### config.mk
export PLATFORM = sky130hd
export DESIGN_NAME = phy_mgmt_mode_control
export DESIGN_NICKNAME = d
export VERILOG_FILES = /design/src/phy_mgmt_pkg.sv /design/src/phy_mgmt_mode_control.sv
export SDC_FILE = /design/constraint.sdc
export NUM_CORES = 1
export LEC_CHECK = 0
export ABC_AREA = 1
export BUFFER_PORTS_ARGS = -buffer_cell sky130_fd_sc_hd__buf_2
export CAP_MARGIN = 20
export CORE_ASPECT_RATIO = 1.5
export CORE_MARGIN = 3
export CORE_UTILIZATION = 40
export CTS_BUF_LIST = sky130_fd_sc_hd__clkbuf_16
export CTS_CLUSTER_SIZE = 28
export DETAILED_ROUTE_END_ITERATION = 10
export MAX_ROUTING_LAYER = met4
export PLACE_DENSITY = 0.6
export REMOVE_ABC_BUFFERS = 1
export SKIP_CTS_REPAIR_TIMING = 1
export SLEW_MARGIN = 40
export SYNTH_ARGS = -nofsm -noshare
export SYNTH_HDL_FRONTEND = slang
export SYNTH_SLANG_ARGS = --single-unit
### constraint.sdc
create_clock -name aclk -period 4 [get_ports aclk]
set_input_delay 0.2 -clock aclk [delete_from_list [all_inputs] [get_ports aclk]]
set_output_delay 0.2 -clock aclk [all_outputs]
set_load 0.005 [all_outputs]
### src/phy_mgmt_pkg.sv
/*
  Package for the PHY management and mode control block: register
  indices, field positions, reset values and carrier structs.
  Assumes a single 10 MHz system clock and an AXI4-Lite master.
*/
package phy_mgmt_pkg;

  // Management register indices (16-bit registers)
  localparam logic [4:0] REG_BASIC_CTRL = 5'h00;
  localparam logic [4:0] REG_OPER_MODE  = 5'h16;
  localparam logic [4:0] REG_INT_CTRL   = 5'h1B;
  localparam logic [4:0] REG_PHY_CTRL2  = 5'h1F;

  // Field positions
  localparam int BC_LOOPBACK   = 14;
  localparam int BC_SPEED      = 13;
  localparam int BC_AN_EN      = 12;
  localparam int BC_DUPLEX     = 8;
  localparam int OM_B2B_HI     = 6;
  localparam int OM_B2B_LO     = 1;
  localparam int OM_NO_BCAST   = 9;
  localparam int PC_MDIX_SEL   = 14;
  localparam int PC_AUTOX_DIS  = 13;
  localparam int PC_INT_POL    = 9;
  localparam int PC_CLK50_SEL  = 7;
  localparam int PC_TX_DIS     = 3;
  localparam int PC_REM_LOOP   = 2;

  // Reset values: autoneg on, 100M, full duplex; crossover auto
  localparam logic [15:0] BASIC_CTRL_RST = 16'h3100;
  localparam logic [15:0] OPER_MODE_RST  = 16'h0000;
  localparam logic [15:0] PHY_CTRL2_RST  = 16'h0000;
  localparam logic [15:0] INT_CTRL_RST   = 16'h0000;

  // Frame layout
  localparam logic [5:0] PREAMBLE_LEN = 6'd32;
  localparam logic [1:0] OP_READ      = 2'b10;
  localparam logic [1:0] OP_WRITE     = 2'b01;
  localparam logic [4:0] ADDR_BCAST   = 5'h00;
  localparam logic [4:0] ADDR_ALT     = 5'h03;
  localparam logic [5:0] HDR_BITS     = 6'd14;
  localparam logic [5:0] DATA_BITS    = 6'd16;

  // AXI4-Lite map of block-local registers
  localparam logic [7:0] AXI_STATUS   = 8'h00;
  localparam logic [7:0] AXI_EVENTS   = 8'h04;
  localparam logic [1:0] RESP_OKAY    = 2'b00;
  localparam logic [1:0] RESP_SLVERR  = 2'b10;

  // Timing of the management link
  localparam int MDC_PERIOD_NS  = 800;
  localparam int CLK_PERIOD_NS  = 100;

  typedef enum {
    M_IDLE, M_PRE, M_HDR, M_TA, M_DATA
  } mgmt_state_t;

  // RMII dibit stream
  typedef struct packed {
    logic       en;
    logic [1:0] d;
  } rmii_t;

  typedef struct packed {
    mgmt_state_t  st;
    logic [5:0]   cnt;
    logic [13:0]  hdr;
    logic [15:0]  sh;
    logic         rd;
    logic         mine;
    logic [15:0]  basic_ctrl;
    logic [15:0]  oper_mode;
    logic [15:0]  phy_ctrl2;
    logic [15:0]  int_ctrl;
    logic [1:0]   strap;
    logic         strap_done;
    logic         mdio_o;
    logic         mdio_oe_n;
    logic         irq;
    logic         mdix;
    rmii_t        mac_rx;
    rmii_t        line_tx;
    rmii_t        peer_tx;
    logic         awtaken;
    logic         wtaken;
    logic         bvalid;
    logic [1:0]   bresp;
    logic         rvalid;
    logic [31:0]  rdata;
    logic [1:0]   rresp;
    logic         arready;
    logic         awready;
    logic         wready;
  } blk_state_t;

endpackage : phy_mgmt_pkg

### src/phy_mgmt_mode_control.sv
/*
  PHY management serial slave with mode control: MDC/MDIO frame
  decoder, 16-bit register file, interrupt, crossover, repeater and
  loopback steering, plus an AXI4-Lite status window.
  Assumes MDC, MDIO, strap, pair sense and event inputs are asynchronous and
  are synchronised here; the bench resolves the MDIO wire.
*/
// Notes on behaviour
// - Frame: 32 ones, start 01, opcode, PHY addr, reg addr, TA, 16 data.
// - Read TA: host releases, device drives zero; write TA is 1 then 0.
// - Device answers only address 0h or 3h chosen by strap.
// - Address 0h is broadcast after power-up; writes and reads accepted.
// - Register 16h bit 9 set makes 0h an ordinary unique address.
// - All registers 16 bits; 0-8 standard, higher ones vendor.
// - Register 1Bh bits 15:8 enable conditions onto the interrupt pin.
// - Register 1Bh bits 7:0 latch conditions, cleared by reading it.
// - Register 1Fh bit 9 sets interrupt polarity; default active low.
// - Auto crossover on after reset; sense pairs; bit 13 disables it.
// - With auto crossover off, 1Fh bit 14 forces MDI or MDI-X.
// - MDI transmits on pair one, receives pair two; MDI-X swaps.
// - 16h bits 6 and 1 enable back-to-back relay of receive stream.
// - Register 0h bit 14 local loopback; bits 13, 12, 8 set mode.
// - Local loopback returns MAC frames to MAC and still sends to line.
// - Register 1Fh bit 3 disables line transmitter; clear re-enables.
// - Remote loopback returns line frames; only 100 Mbps full duplex.
// - Interrupt pin signals register status change without polling.
// - Register 1Fh bit 2 enables remote loopback.
// - With autoneg off, 0h bit 13 sets speed and bit 8 duplex.
`timescale 1ns/1ps
module phy_mgmt_mode_control
(
  input  wire logic                   aclk,
  input  wire logic                   aresetn,
  input  wire logic                   mdc,
  input  wire logic                   mdio_i,
  output logic                        mdio_o,
  output logic                        mdio_oe_n,
  input  wire logic [1:0]             phy_address_strap,
  output logic                        interrupt_pin,
  input  wire logic [7:0]             int_events,
  input  wire logic                   pair1_sense,
  input  wire logic                   pair2_sense,
  output logic                        mdix_active,
  input  wire phy_mgmt_pkg::rmii_t    mac_tx,
  output phy_mgmt_pkg::rmii_t         mac_rx,
  input  wire phy_mgmt_pkg::rmii_t    line_rx,
  output phy_mgmt_pkg::rmii_t         line_tx,
  output phy_mgmt_pkg::rmii_t         peer_tx,
  input  wire logic [7:0]             s_axi_awaddr,
  input  wire logic                   s_axi_awvalid,
  output logic                        s_axi_awready,
  input  wire logic [31:0]            s_axi_wdata,
  input  wire logic [3:0]             s_axi_wstrb,
  input  wire logic                   s_axi_wvalid,
  output logic                        s_axi_wready,
  output logic [1:0]                  s_axi_bresp,
  output logic                        s_axi_bvalid,
  input  wire logic                   s_axi_bready,
  input  wire logic [7:0]             s_axi_araddr,
  input  wire logic                   s_axi_arvalid,
  output logic                        s_axi_arready,
  output logic [31:0]                 s_axi_rdata,
  output logic [1:0]                  s_axi_rresp,
  output logic                        s_axi_rvalid,
  input  wire logic                   s_axi_rready
);

  phy_mgmt_pkg::blk_state_t s;
  phy_mgmt_pkg::blk_state_t next_s;

  // Two-stage synchronisers for MDC, MDIO, strap, pair sense and event pins
  logic [1:0] mdc_sync;
  logic [1:0] mdio_sync;
  logic [3:0] strap_sync;
  logic [1:0] p1_sync;
  logic [1:0] p2_sync;
  logic [15:0] ev_sync;
  logic       mdc_last;
  logic       mdc_rise;
  logic       mdc_fall;

  always_ff @(posedge aclk)
  begin
    mdc_sync   <= {mdc_sync[0], mdc};
    mdio_sync  <= {mdio_sync[0], mdio_i};
    strap_sync <= {strap_sync[1:0], phy_address_strap};
    p1_sync    <= {p1_sync[0], pair1_sense};
    p2_sync    <= {p2_sync[0], pair2_sense};
    ev_sync    <= {ev_sync[7:0], int_events};
    mdc_last   <= mdc_sync[1];
  end

  // Edge detection works on the second stage only
  assign mdc_rise = mdc_sync[1] & ~mdc_last;
  assign mdc_fall = ~mdc_sync[1] & mdc_last;

  // Register read mux used by the frame engine at TA
  function automatic logic [15:0] reg_read
  (
    input phy_mgmt_pkg::blk_state_t st,
    input logic [4:0]               idx
  );
    logic [15:0] v;
    v = 16'h0000;
    unique case (idx)
      phy_mgmt_pkg::REG_BASIC_CTRL: v = st.basic_ctrl;
      phy_mgmt_pkg::REG_OPER_MODE:  v = st.oper_mode;
      phy_mgmt_pkg::REG_INT_CTRL:   v = st.int_ctrl;
      phy_mgmt_pkg::REG_PHY_CTRL2:  v = st.phy_ctrl2;
      default:                      v = 16'h0000;
    endcase
    return v;
  endfunction : reg_read

  logic       bit_in;
  logic [4:0] f_phy;
  logic [4:0] f_reg;
  logic       addr_hit;
  logic       int_clr;
  logic       remote_ok;
  logic       b2b;
  logic [7:0] int_set;

  always_comb
  begin
    next_s   = s;
    bit_in   = mdio_sync[1];
    f_phy    = s.hdr[9:5];
    f_reg    = s.hdr[4:0];
    // Unique 0h or 3h by strap, plus broadcast 0h until disabled
    addr_hit = (f_phy == (s.strap != 2'b00 ? phy_mgmt_pkg::ADDR_ALT
                          : phy_mgmt_pkg::ADDR_BCAST)) ||
               (f_phy == phy_mgmt_pkg::ADDR_BCAST &&
                !s.oper_mode[phy_mgmt_pkg::OM_NO_BCAST]);
    int_clr  = 1'b0;
    int_set  = ev_sync[15:8];

    // Strap caught once after reset release
    if (!s.strap_done)
    begin
      next_s.strap      = strap_sync[3:2];
      next_s.strap_done = 1'b1;
    end

    // Frame engine, bits sampled on rising MDC, MSB first
    if (mdc_rise)
    begin
      unique case (s.st)
        phy_mgmt_pkg::M_IDLE,
        phy_mgmt_pkg::M_PRE:
        begin
          if (bit_in)
          begin
            if (s.cnt != phy_mgmt_pkg::PREAMBLE_LEN)
              next_s.cnt = s.cnt + 6'd1;
            next_s.st = phy_mgmt_pkg::M_PRE;
          end
          else if (s.cnt == phy_mgmt_pkg::PREAMBLE_LEN)
          begin
            next_s.st  = phy_mgmt_pkg::M_HDR;
            next_s.hdr = 14'h0000;
            next_s.cnt = 6'd0;
          end
          else
          begin
            next_s.cnt = 6'd0;
            next_s.st  = phy_mgmt_pkg::M_IDLE;
          end
        end
        phy_mgmt_pkg::M_HDR:
        begin
          // Start second bit, opcode, addresses
          next_s.hdr = {s.hdr[12:0], bit_in};
          next_s.cnt = s.cnt + 6'd1;
          if (s.cnt == phy_mgmt_pkg::HDR_BITS - 6'd2)
          begin
            next_s.st = phy_mgmt_pkg::M_TA;
            next_s.cnt = 6'd0;
          end
        end
        phy_mgmt_pkg::M_TA:
        begin
          next_s.cnt = s.cnt + 6'd1;
          if (s.cnt == 6'd0)
          begin
            // Header now complete: start=1, opcode, addresses
            next_s.rd   = s.hdr[11:10] == phy_mgmt_pkg::OP_READ;
            next_s.mine = addr_hit && s.hdr[12] &&
                          (s.hdr[11:10] == phy_mgmt_pkg::OP_READ ||
                           s.hdr[11:10] == phy_mgmt_pkg::OP_WRITE);
            next_s.sh   = reg_read(s, f_reg);
          end
          else
          begin
            next_s.st  = phy_mgmt_pkg::M_DATA;
            next_s.cnt = 6'd0;
            if (s.rd && s.mine)
            begin
              // Reading the interrupt register clears its status bits
              if (f_reg == phy_mgmt_pkg::REG_INT_CTRL)
                int_clr = 1'b1;
            end
          end
        end
        phy_mgmt_pkg::M_DATA:
        begin
          next_s.cnt = s.cnt + 6'd1;
          if (!s.rd)
            next_s.sh = {s.sh[14:0], bit_in};
          if (s.cnt == phy_mgmt_pkg::DATA_BITS - 6'd1)
          begin
            next_s.st  = phy_mgmt_pkg::M_IDLE;
            next_s.cnt = 6'd0;
            if (!s.rd && s.mine)
            begin
              // Write completes on the last data bit
              unique case (f_reg)
                phy_mgmt_pkg::REG_BASIC_CTRL:
                  next_s.basic_ctrl = {s.sh[14:0], bit_in};
                phy_mgmt_pkg::REG_OPER_MODE:
                  next_s.oper_mode = {s.sh[14:0], bit_in};
                phy_mgmt_pkg::REG_INT_CTRL:
                  next_s.int_ctrl[15:8] = s.sh[14:7];
                phy_mgmt_pkg::REG_PHY_CTRL2:
                  next_s.phy_ctrl2 = {s.sh[14:0], bit_in};
                default:
                  next_s.int_ctrl[15:8] = s.int_ctrl[15:8];
              endcase
            end
          end
        end
      endcase
    end

    // Device drives MDIO after falling MDC: zero in TA, then data
    if (mdc_fall)
    begin
      if (s.st == phy_mgmt_pkg::M_TA && s.cnt == 6'd1 && s.rd && s.mine)
      begin
        next_s.mdio_oe_n = 1'b0;
        next_s.mdio_o    = 1'b0;
      end
      else if (s.st == phy_mgmt_pkg::M_DATA && s.rd && s.mine)
      begin
        next_s.mdio_oe_n = 1'b0;
        next_s.mdio_o    = s.sh[15];
        next_s.sh        = {s.sh[14:0], 1'b0};
      end
      else
      begin
        next_s.mdio_oe_n = 1'b1;
        next_s.mdio_o    = 1'b0;
      end
    end

    // Status latch: an event in the clearing cycle survives
    next_s.int_ctrl[7:0] = (int_clr ? 8'h00 : s.int_ctrl[7:0]) |
                           int_set;
    next_s.irq = |(s.int_ctrl[15:8] & s.int_ctrl[7:0]);

    // Crossover: auto follows sensed pair, else forced by bit 14
    if (s.phy_ctrl2[phy_mgmt_pkg::PC_AUTOX_DIS])
      next_s.mdix = s.phy_ctrl2[phy_mgmt_pkg::PC_MDIX_SEL];
    else if (p1_sync[1] != p2_sync[1])
      next_s.mdix = p1_sync[1];

    // Remote loopback only at 100 Mbps full duplex
    remote_ok = s.phy_ctrl2[phy_mgmt_pkg::PC_REM_LOOP] &&
                s.basic_ctrl[phy_mgmt_pkg::BC_SPEED] &&
                s.basic_ctrl[phy_mgmt_pkg::BC_DUPLEX];
    b2b = s.oper_mode[phy_mgmt_pkg::OM_B2B_HI] &&
          s.oper_mode[phy_mgmt_pkg::OM_B2B_LO];

    // Data steering; line side is post-crossover pair one
    next_s.mac_rx = s.basic_ctrl[phy_mgmt_pkg::BC_LOOPBACK] ?
                    mac_tx : line_rx;
    if (s.phy_ctrl2[phy_mgmt_pkg::PC_TX_DIS])
      next_s.line_tx = '0;
    else if (remote_ok)
      next_s.line_tx = line_rx;
    else
      next_s.line_tx = mac_tx;
    next_s.peer_tx = b2b ? line_rx : '0;

    // AXI4-Lite: write address and data in either order
    next_s.awready = s_axi_awvalid && !s.awready && !s.awtaken && !s.bvalid;
    next_s.wready  = s_axi_wvalid && !s.wready && !s.wtaken && !s.bvalid;
    next_s.awtaken = s.awtaken || (s.awready && s_axi_awvalid);
    next_s.wtaken  = s.wtaken || (s.wready && s_axi_wvalid);
    if (s.awtaken && s.wtaken && !s.bvalid)
    begin
      next_s.bvalid  = 1'b1;
      next_s.bresp   = phy_mgmt_pkg::RESP_SLVERR;           // Read-only map
      next_s.awtaken = 1'b0;
      next_s.wtaken  = 1'b0;
    end
    if (s.bvalid && s_axi_bready)
      next_s.bvalid = 1'b0;
    next_s.arready = s_axi_arvalid && !s.rvalid && !s.arready;
    if (s.arready)
    begin
      next_s.rvalid = 1'b1;
      next_s.rresp  = phy_mgmt_pkg::RESP_OKAY;
      unique case (s_axi_araddr)
        phy_mgmt_pkg::AXI_STATUS:
          next_s.rdata = {16'h0000, s.strap, 10'h000, s.mdix,
                          s.irq, 1'b0, remote_ok};
        phy_mgmt_pkg::AXI_EVENTS:
          next_s.rdata = {16'h0000, s.int_ctrl};
        default:
        begin
          next_s.rdata = 32'h00000000;
          next_s.rresp = phy_mgmt_pkg::RESP_SLVERR;
        end
      endcase
    end
    if (s.rvalid && s_axi_rready)
      next_s.rvalid = 1'b0;
  end

  // Single state register with synchronous reset
  always_ff @(posedge aclk)
  begin
    if (!aresetn)
    begin
      s            <= '0;
      s.st         <= phy_mgmt_pkg::M_IDLE;
      s.basic_ctrl <= phy_mgmt_pkg::BASIC_CTRL_RST;
      s.oper_mode  <= phy_mgmt_pkg::OPER_MODE_RST;
      s.phy_ctrl2  <= phy_mgmt_pkg::PHY_CTRL2_RST;
      s.int_ctrl   <= phy_mgmt_pkg::INT_CTRL_RST;
      s.mdio_oe_n  <= 1'b1;
    end
    else
      s <= next_s;
  end

  // Outputs straight from flip-flops; polarity bit applied in a flop
  logic int_out;
  always_ff @(posedge aclk)
  begin
    if (!aresetn)
      int_out <= 1'b1;
    else
      int_out <= s.phy_ctrl2[phy_mgmt_pkg::PC_INT_POL] ?
                 s.irq : ~s.irq;
  end

  assign interrupt_pin = int_out;
  assign mdio_o        = s.mdio_o;
  assign mdio_oe_n     = s.mdio_oe_n;
  assign mdix_active   = s.mdix;
  assign mac_rx        = s.mac_rx;
  assign line_tx       = s.line_tx;
  assign peer_tx       = s.peer_tx;
  assign s_axi_awready = s.awready;
  assign s_axi_wready  = s.wready;
  assign s_axi_bvalid  = s.bvalid;
  assign s_axi_bresp   = s.bresp;
  assign s_axi_arready = s.arready;
  assign s_axi_rvalid  = s.rvalid;
  assign s_axi_rdata   = s.rdata;
  assign s_axi_rresp   = s.rresp;

  // Assertions
  int_polarity_a: assert property (@(posedge aclk) disable iff (!aresetn)
    ##1 $past(s.phy_ctrl2[9]) == 1'b0 |-> interrupt_pin == ~$past(s.irq))
    else $error("interrupt polarity wrong");
  irq_gate_a: assert property (@(posedge aclk) disable iff (!aresetn)
    (s.int_ctrl[15:8] & s.int_ctrl[7:0]) == 8'h00 |=> !s.irq)
    else $error("interrupt without enabled cause");
  status_clear_a: assert property (@(posedge aclk) disable iff (!aresetn)
    int_clr && int_set == 8'h00 |=> s.int_ctrl[7:0] == 8'h00)
    else $error("status not cleared by read");
  set_wins_a: assert property (@(posedge aclk) disable iff (!aresetn)
    int_set != 8'h00 |=> (s.int_ctrl[7:0] & $past(int_set)) == $past(int_set))
    else $error("event lost");
  tx_disable_a: assert property (@(posedge aclk) disable iff (!aresetn)
    s.phy_ctrl2[3] |=> line_tx == '0)
    else $error("transmitter not disabled");
  local_loop_a: assert property (@(posedge aclk) disable iff (!aresetn)
    s.basic_ctrl[14] |=> mac_rx == $past(mac_tx))
    else $error("local loopback path wrong");
  b2b_relay_a: assert property (@(posedge aclk) disable iff (!aresetn)
    !(s.oper_mode[6] && s.oper_mode[1]) |=> peer_tx == '0)
    else $error("relay active while off");
  forced_mdix_a: assert property (@(posedge aclk) disable iff (!aresetn)
    s.phy_ctrl2[13] |=> s.mdix == $past(s.phy_ctrl2[14]))
    else $error("forced crossover ignored");
  drive_ta_a: assert property (@(posedge aclk) disable iff (!aresetn)
    !s.mine |=> mdio_oe_n || $past(!mdio_oe_n))
    else $error("drive for foreign frame");

endmodule : phy_mgmt_mode_control

* Word-level counts from Yosys, hierarchy flattened
Cells that the tools add are included.
** Storage, ports and cells
- Bits in latches :: 0
- Register bits after elaboration :: 221
- RAM bits :: 0
- Output and inout bits :: 54
- Memory bits (read-only) :: 0
- Memories :: 0
- Input bits :: 79
- Word-level logic and storage cells :: 181
** Cells by class
- Eq/ne operators :: 25
- Reductions and logical operators :: 64
- Shifts and indexed selects :: 0
- Bitwise gates (word level) :: 8
- $lt $le $gt $ge :: 0
- Mux-type cells :: 42
- Multiply operators :: 0
- Divide/modulo/power cells :: 0
- Add/sub/neg operators :: 1
** Operators with widths (count)
- 2-to-1 mux 56 bit :: 3
- case mux 38 bit (4 select lines) :: 1
- 2-to-1 mux 38 bit :: 3
- 2-to-1 mux 16 bit :: 7
- 2-to-1 mux 74 bit :: 1
- == test 32 x 2 -> 1 bit, second input constant :: 2
- == test 32 x 3 -> 1 bit, second input constant :: 2
- case mux 16 bit (2 select lines) :: 2
- case mux 16 bit (4 select lines) :: 1
- == test 32 x 1 -> 1 bit, second input constant :: 1
- == test 32 x 4 -> 1 bit, second input constant :: 1
- zero test 32 bit :: 1
- 2-to-1 mux 8 bit :: 4
- logical AND 1 bit :: 27
- 2-to-1 mux 13 bit :: 2
- case mux 13 bit (2 select lines) :: 1
- AND reduction 5 bit :: 4
- 2-to-1 mux 18 bit :: 1
- == test 5 bit, second input constant :: 3
- == test 6 x 4 -> 1 bit, second input constant :: 2
- OR reduction 2 bit :: 6
- zero test 5 bit :: 2
- 2-to-1 mux 2 bit :: 5
- != test 2 bit, second input constant :: 5
- 26 further kinds :: 53

* Logic depth before layout (Yosys ltp)
Gate-level depths: netlist of run 1.
- Depth in word-level cells :: 12
- Gate-level depth with buffers :: 12
- Gate-level depth less buffers :: 12

* Least setup slack after synthesis of run 1
OpenSTA, ideal clock, no wires.
- Path type :: register to register
- Start :: register s[155] in the netlist's numbering
- End :: register s[81] in the netlist's numbering
- Arrival time :: 1502 ps
- Path buffers :: 1
- Period minus slack after synthesis :: 1648 ps
- Required time :: 3853 ps
- Slack :: 2352 ps
- Stages on the path, launching flop included :: 10
- Cells stage by stage :: dfxtp_1 ha_1 inv_1 nor2_1 nand2_1 nor2_2 nand2_4 nor2_4 buf_2 a211oi_2
** Between the ends
- Longest elaborated chain between the ends :: 2
** RTL lines
- from (decl) :: RTL line phy_mgmt_mode_control.sv:68 : phy_mgmt_pkg::blk_state_t s;
- from (signal assigned) :: RTL line phy_mgmt_mode_control.sv:335 : s <= next_s;
- == test 6 x 4 -> 1 bit :: RTL line phy_mgmt_mode_control.sv:210 : if (s.cnt == phy_mgmt_pkg::DATA_BITS - 6'd1)
- AND reduction 5 bit (no line)
Every way passes these cells.
A chain may end at the register's enable or synchronous reset.

* Final worst setup path of run 1
- Start :: register s (netlist bit f_reg[0])
- End :: register s[130] in the netlist's numbering
** Between the ends
- Longest elaborated chain between the ends :: 8
- Elaborated cells on any way between the ends :: 11
- Those cells by class :: eq/ne: 3; mux: 7; reduce/logical: 1
** RTL lines
- == test 5 bit / zero test 5 bit (equally long branches) :: RTL line phy_mgmt_mode_control.sv:105 : unique case (idx)
- case mux 16 bit (4 select lines) * :: RTL line phy_mgmt_mode_control.sv:105
- 2-to-1 mux 18 bit * :: RTL line phy_mgmt_mode_control.sv:184 : if (s.cnt == 6'd0)
- case mux 16 bit (2 select lines) * :: RTL line phy_mgmt_mode_control.sv:148 : unique case (s.st)
- 2-to-1 mux 74 bit * :: RTL line phy_mgmt_mode_control.sv:146 : if (mdc_rise)
- 2-to-1 mux 16 bit :: RTL line phy_mgmt_mode_control.sv:243 : else if (s.st == phy_mgmt_pkg::M_DATA && s.rd && s.mine)
- 2-to-1 mux 16 bit :: RTL line phy_mgmt_mode_control.sv:238 : if (s.st == phy_mgmt_pkg::M_TA && s.cnt == 6'd1 && s.rd && s.mine)
- 2-to-1 mux 16 bit * :: RTL line phy_mgmt_mode_control.sv:236 : if (mdc_fall)
Mark *: on every way between the ends. The rest lies on a longest branch, timed or not.

==> results of run 1 <==
[worst max-delay path: stages, from the launching register on]
cell,delay [ns]
dfxtp_1,0.37
nor2_2,0.70
nand3_2,0.31
nand3_2,0.14
nand2_2,0.24
o21bai_1,0.22
nand2_1,0.07
a21oi_1,0.15
[metrics by stage]
stage	power, uW	instances
global route	3930	1312
finish	3790	1312
floorplan	1950	932
CTS	3820	1296
detailed placement	2040	1264
global placement	2040	1262
[worst paths after layout]
path	depth (start not counted)	startpoint	slack (ns)	end
worst max-delay path	7	f_reg[0]	1.70	s[130]
worst min-delay path	3	s_axi_wvalid	0.006	s_axi_wready
worst max register to register	7	f_reg[0]	1.70	s[130]
worst min register to register	0	ev_sync[2]	0.33	ev_sync[10]
[final cells by class]
cell class	count	area, sq um	share of cell area
Tap cell	252	315	0.0357
Sequential cell	175	3510	0.397
Clock buffer	17	425	0.0481
Timing Repair Buffer	96	604	0.0684
Clock inverter	15	206	0.0234
Multi-Input combinational cell	676	3480	0.393
Inverter	81	304	0.0344
[synth_stat cells, drive strengths merged]
master and count:
a211oi 69, a21oi 73, a221oi 2, a22o 1, a31oi 1, buf 69, clkbuf 28, clkinv 10
conb 1, dfxtp 175, ha 4, inv 71, nand2 190, nand3 70, nand3b 1, nand4 19
nor2 145, nor3 8, nor3b 2, nor4 2, o211ai 9, o21ai 43, o21bai 15, or2 2
xnor2 1, xor2 1
[cell families after synthesis]
| family | Yosys count | share of synthesized area |
|---|---|---|
| AO/OA/AOI/OAI | 213 | 0.182 |
| XOR/XNOR | 2 | 0.00225 |
| adder cells (fa/ha/maj) | 4 | 0.00642 |
| buffers and inverters | 178 | 0.114 |
| flip-flops | 175 | 0.450 |
| other | 1 | 0.000481 |
| AND/OR/NAND/NOR | 439 | 0.245 |
[power by group]
part           switching [uW]  internal [uW]  leakage, uW
Combinational             109           72.7      0.00184
Sequential               37.4           1790      0.00143
Clock                     725           1060     0.000311
[routing by layer]
metal,share of wire,vias to the layer above
met1,0.42,2976
met3,0.040,39
met4,0.025,0
li1,-,3376
met5,0,-
met2,0.51,139
[layout by cell type, fill, tap and decap left out, drive strengths merged, types with 15 or more instances in the layout]
cell,instances
a21oi,73
nor2,145
a211oi,69
conb,18
nand4,19
clkbuf,17
dlygate4sd3,16
inv,77
nand3,70
dfxtp,175
o21bai,15
o21ai,43
nand2,190
buf,80
==> results.yml, run 1 <==
global_routing:
  grt_max_degree: 85
  grt_pass1_wl_mm: 31.1
  grtUsageMet3: 0.0336
  met1_usage: 0.213
  gr-total-overflow: 0
  first_global_vias: 6106
  grt_antenna_before_repair: 0
  busiest_layer: "met2"
  track_usage: 0.189
  grt_use_met2: 0.333
timing:
  fin_hold_ws_ns: 0.00566
  period_share: 0.575
  rsz0062_at_grt: "false"
  max_freq_ghz: 0.435
  min_period_ns: 2.30
  worstMarginPinSlew_ns: 0.870
  relSlewSlack: 0.419
  setup_ws_ns: 1.70
  tns_ns: 0
  setup-violations-final: 0
  timing.final.hold_violations: 0
  clock_skew_ns: 0.0114
  drv_slew: 0
clocking:
  clock_path_buffers: 2
  cts_tree: "done"
  clk_latency_ns: 0.43
  cts_root_buffer: "clkbuf_16"
  clkTransAtPathRegs_ns: 0.07
  cts.sinks: 175
  htreeDepth: 4
  cts_buffers: 17
finish:
  final_area_sq_um: 8840
  regMostFlops: "s"
  fillers: 1899
  syn_to_final_growth_pct: 13.4
  antenna_cells: 0
  drive_gt1_frac: 0.151
  utilization: 0.469
  largest_reg_flops: 100
  finalNetCount: 1130
route:
  vias: 6530
  routed_wl_mm: 19.1
  wl_per_cell_um: 14.6
  antenna_left: 0
  viasPerCell: 4.98
  first_pass_iters: 5
  drt_iter0_drc: 329
  drcViolationCount: 0
critical_path:
  required_ns: 4.35
  worstSetupPathType: "reg -> reg"
  start_kind: "register"
  crit_arrival_ns: 2.65
  worstPathMaxFanout: 16
  end_kind: "register"
placement:
  dpl_cell_area_sq_um: 8050
  place_ws_ns: 1.68
  dpl.hpwl_mm: 12.2
  portBuffers: 70
  place.gp.congestion: 0.800
logic_synthesis:
  ys_seq_area_frac: 0.450
  synth_top_area_share: 0.450
  syn-cell-area_sq_um: 7790
  ys_ff_latch: 175
  synth_cell_types: 40
  synth_area_leaders: "dfxtp_1 45%, nand2_1 9.0%, nor2_1 6.5%, buf_4 4.9%, a211oi_1 4.8%"
  ys.warnings.count: 0
  synth.avg_cell_area_sq_um: 7.70
  yosysTopAreaCell: "dfxtp_1"
  postSynthCellCount: 1012
floorplanning:
  die-area_sq_um: 21200
  io_pins: 133
  die-height_um: 177
  start_util: 0.413
  num_rows: 61
  die_w_um: 120
  core_sq_um: 18900
power_and_ir_drop:
  vdd_drop_max_uv: 259
  p_leak_uw: 0.00358
  p_per_area_nw_per_um2: 429
hold_path:
  hold_class: "in -> reg"
status:
  outcome: "completed"
run:
  cap_violations: 0
(Power assumes the default switching activity.)
==> run 2, diff against run 1 <==
--- a/config.mk
+++ b/config.mk
@@ -15,7 +15,7 @@
 export CTS_CLUSTER_SIZE = 28
 export DETAILED_ROUTE_END_ITERATION = 10
 export MAX_ROUTING_LAYER = met4
-export PLACE_DENSITY = 0.6
+export PLACE_DENSITY = 0.62
 export REMOVE_ABC_BUFFERS = 1
 export SKIP_CTS_REPAIR_TIMING = 1
 export SLEW_MARGIN = 40
==> constraint.sdc (replaced) <==
create_clock -name aclk -period 2.03 [get_ports aclk]
set_input_delay 0.1015 -clock aclk [delete_from_list [all_inputs] [get_ports aclk]]
set_output_delay 0.1015 -clock aclk [all_outputs]
set_load 0.005 [all_outputs]
==> run 2 against run 1 <==
Net effect: critical path depth is 3 higher; fmax up 25%; routed wire length up 3.0%; non-clock buffer count increased by 36; clock power increased by 85%; sequential share of layout area shrank 1.5 points; sequential power is 96% higher; cell count rose by 2.8%; clock-buffer cell count did not move; utilization rose by 1.8 points; first-iteration DRC count did not move; setup slack got worse by 1.5 ns; critical path type unchanged; largest cell class unchanged; highest routed layer unchanged.
==> results.yml, run 2 (synthesis results as in run 1) <==
status:
  outcome: "completed"
floorplanning:
  core_sq_um: 18900
  die-area_sq_um: 21200
  die-height_um: 177
  start_util: 0.413
  io_pins: 133
  die_w_um: 120
  num_rows: 61
run:
  cap_violations: 0
placement:
  place.gp.congestion: 0.834
  dpl.hpwl_mm: 13.1
  place_ws_ns: 0.114
  dpl_cell_area_sq_um: 8250
  portBuffers: 70
finish:
  multiInputGateArea_sq_um: 3470
  fillers: 1878
  drive_gt1_frac: 0.172
  regArea_sq_um: 3500
  final_common_cell: "nand2_1"
  largest_reg_flops: 100
  regMostFlops: "s"
  final_area_sq_um: 9170
  finalNetCount: 1166
  syn_to_final_growth_pct: 17.7
  final_cell_mix: "186 x nand2_1, 174 x dfxtp_1, 134 x nor2_1"
route:
  wl_per_cell_um: 14.6
  routed_wl_mm: 19.7
  drcViolationCount: 0
  first_pass_iters: 5
  antenna_left: 0
  drt_iter0_drc: 329
  viasPerCell: 4.97
  vias: 6698
clocking:
  cts.sinks: 175
  cts_root_buffer: "clkbuf_16"
  cts_buffers: 17
  cts_tree: "done"
  clock_path_buffers: 2
  clkTransAtPathRegs_ns: 0.08
  clk_latency_ns: 0.44
  htreeDepth: 4
timing:
  setup-violations-final: 0
  timing.final.hold_violations: 0
  relSlewSlack: 0.575
  max_freq_ghz: 0.542
  min_period_ns: 1.85
  period_share: 0.910
  worstMarginPinSlew_ns: 0.635
  fin_hold_ws_ns: 0.0464
  drv_slew: 0
  rsz0062_at_grt: "false"
  setup_ws_ns: 0.184
  clock_skew_ns: 0.0127
critical_path:
  required_ns: 2.39
  cp_slowest_cell: "dfxtp_2"
  end_kind: "register"
  worstSetupPathType: "reg -> reg"
  crit_family: "simple AND/OR/NAND/NOR gates"
  r2r-end: "s[117]"
  r2r_slack_ns: 0.18
  start_kind: "register"
  path_common_cell: "nor2_1"
  crit_end: "s[117]"
  critical_path_buf_inv_count: 2
  crit_arrival_ns: 2.20
  startpoint: "s[155]"
  path_depth: 10
  cp_cell_sequence: "ha_1 -> inv_1 -> nor2_1 -> nand2_1 -> nor2_2 -> nand2_4 -> nor2_8 -> buf_4 -> nor2_1 -> a211oi_1"
  worstPathMaxFanout: 8
  r2r_cells: 10
  critPathMaxStageDelay_ns: 0.37
  r2r-start: "s[155]"
global_routing:
  grt_pass1_wl_mm: 31.9
  grt_use_met2: 0.335
  gr-total-overflow: 0
  busiest_layer: "met2"
  grt_antenna_before_repair: 0
  first_global_vias: 6362
  grt_max_degree: 55
  met1_usage: 0.215
  track_usage: 0.193
  grtUsageMet3: 0.0384
power_and_ir_drop:
  vdd_drop_max_uv: 562
  p_leak_uw: 0.00375
  p_per_area_nw_per_um2: 793
hold_path:
  hold_class: "in -> reg"
[run 2: area by class of cell]
type                       instances  area share
sequential                       175       0.382
clock inverter                    15      0.0195
inverter                          81      0.0332
tap                              252      0.0344
antenna                            1    0.000273
timing repair buffer             132       0.105
multi-input combinational        676       0.379
clock buffer                      17      0.0464
[run 2: report_power, final]
group          internal (uW)  switching, uW  total (uW)
clock                   1680           1610        3290
sequential              3530           60.3        3590
combinational            165            232         398
total                   5370           1910        7280
[run 2: worst min-delay path by stage]
stage                    startpoint        endpoint  slack [ns]  cells after the start
floorplan             int_events[0]      ev_sync[0]        0.13                      0
global placement      int_events[6]      ev_sync[6]        0.20                      1
detailed placement           mdio_i    mdio_sync[0]        0.21                      1
CTS                          mdio_i    mdio_sync[0]       -0.26                      1
global route        s_axi_araddr[5]  s_axi_rresp[1]        0.07                      5
finish              s_axi_araddr[4]  s_axi_rresp[1]        0.05                      5
[run 2: metrics by stage]
stage / util / instances / TNS, ns / total power [uW]
floorplan: - / 932 / -1.23 / 3850
global placement: 0.437 / 1285 / 0 / 4020
detailed placement: 0.438 / 1285 / 0 / 4030
CTS: 0.470 / 1317 / 0 / 7320
global route: 0.486 / 1348 / 0 / 7570
finish: 0.486 / 1349 / 0 / 7280
[run 2: layer usage]
| metal | share of wire | routed length [um] | up-vias |
|---|---|---|---|
| met5 | 0 | 0 | - |
| met1 | 0.41 | 8030 | 3034 |
| met2 | 0.52 | 10200 | 162 |
| met4 | 0.028 | 559 | 0 |
| met3 | 0.045 | 884 | 36 |
| li1 | - | - | 3466 |
[run 2: worst reg2reg max path, cell delays in order (launching register included)]
cell and delay, ns:
dfxtp_2 0.37, ha_1 0.21, inv_1 0.05, nor2_1 0.14, nand2_1 0.11, nor2_2 0.13
nand2_4 0.12, nor2_8 0.23, buf_4 0.19, nor2_1 0.05, a211oi_1 0.15
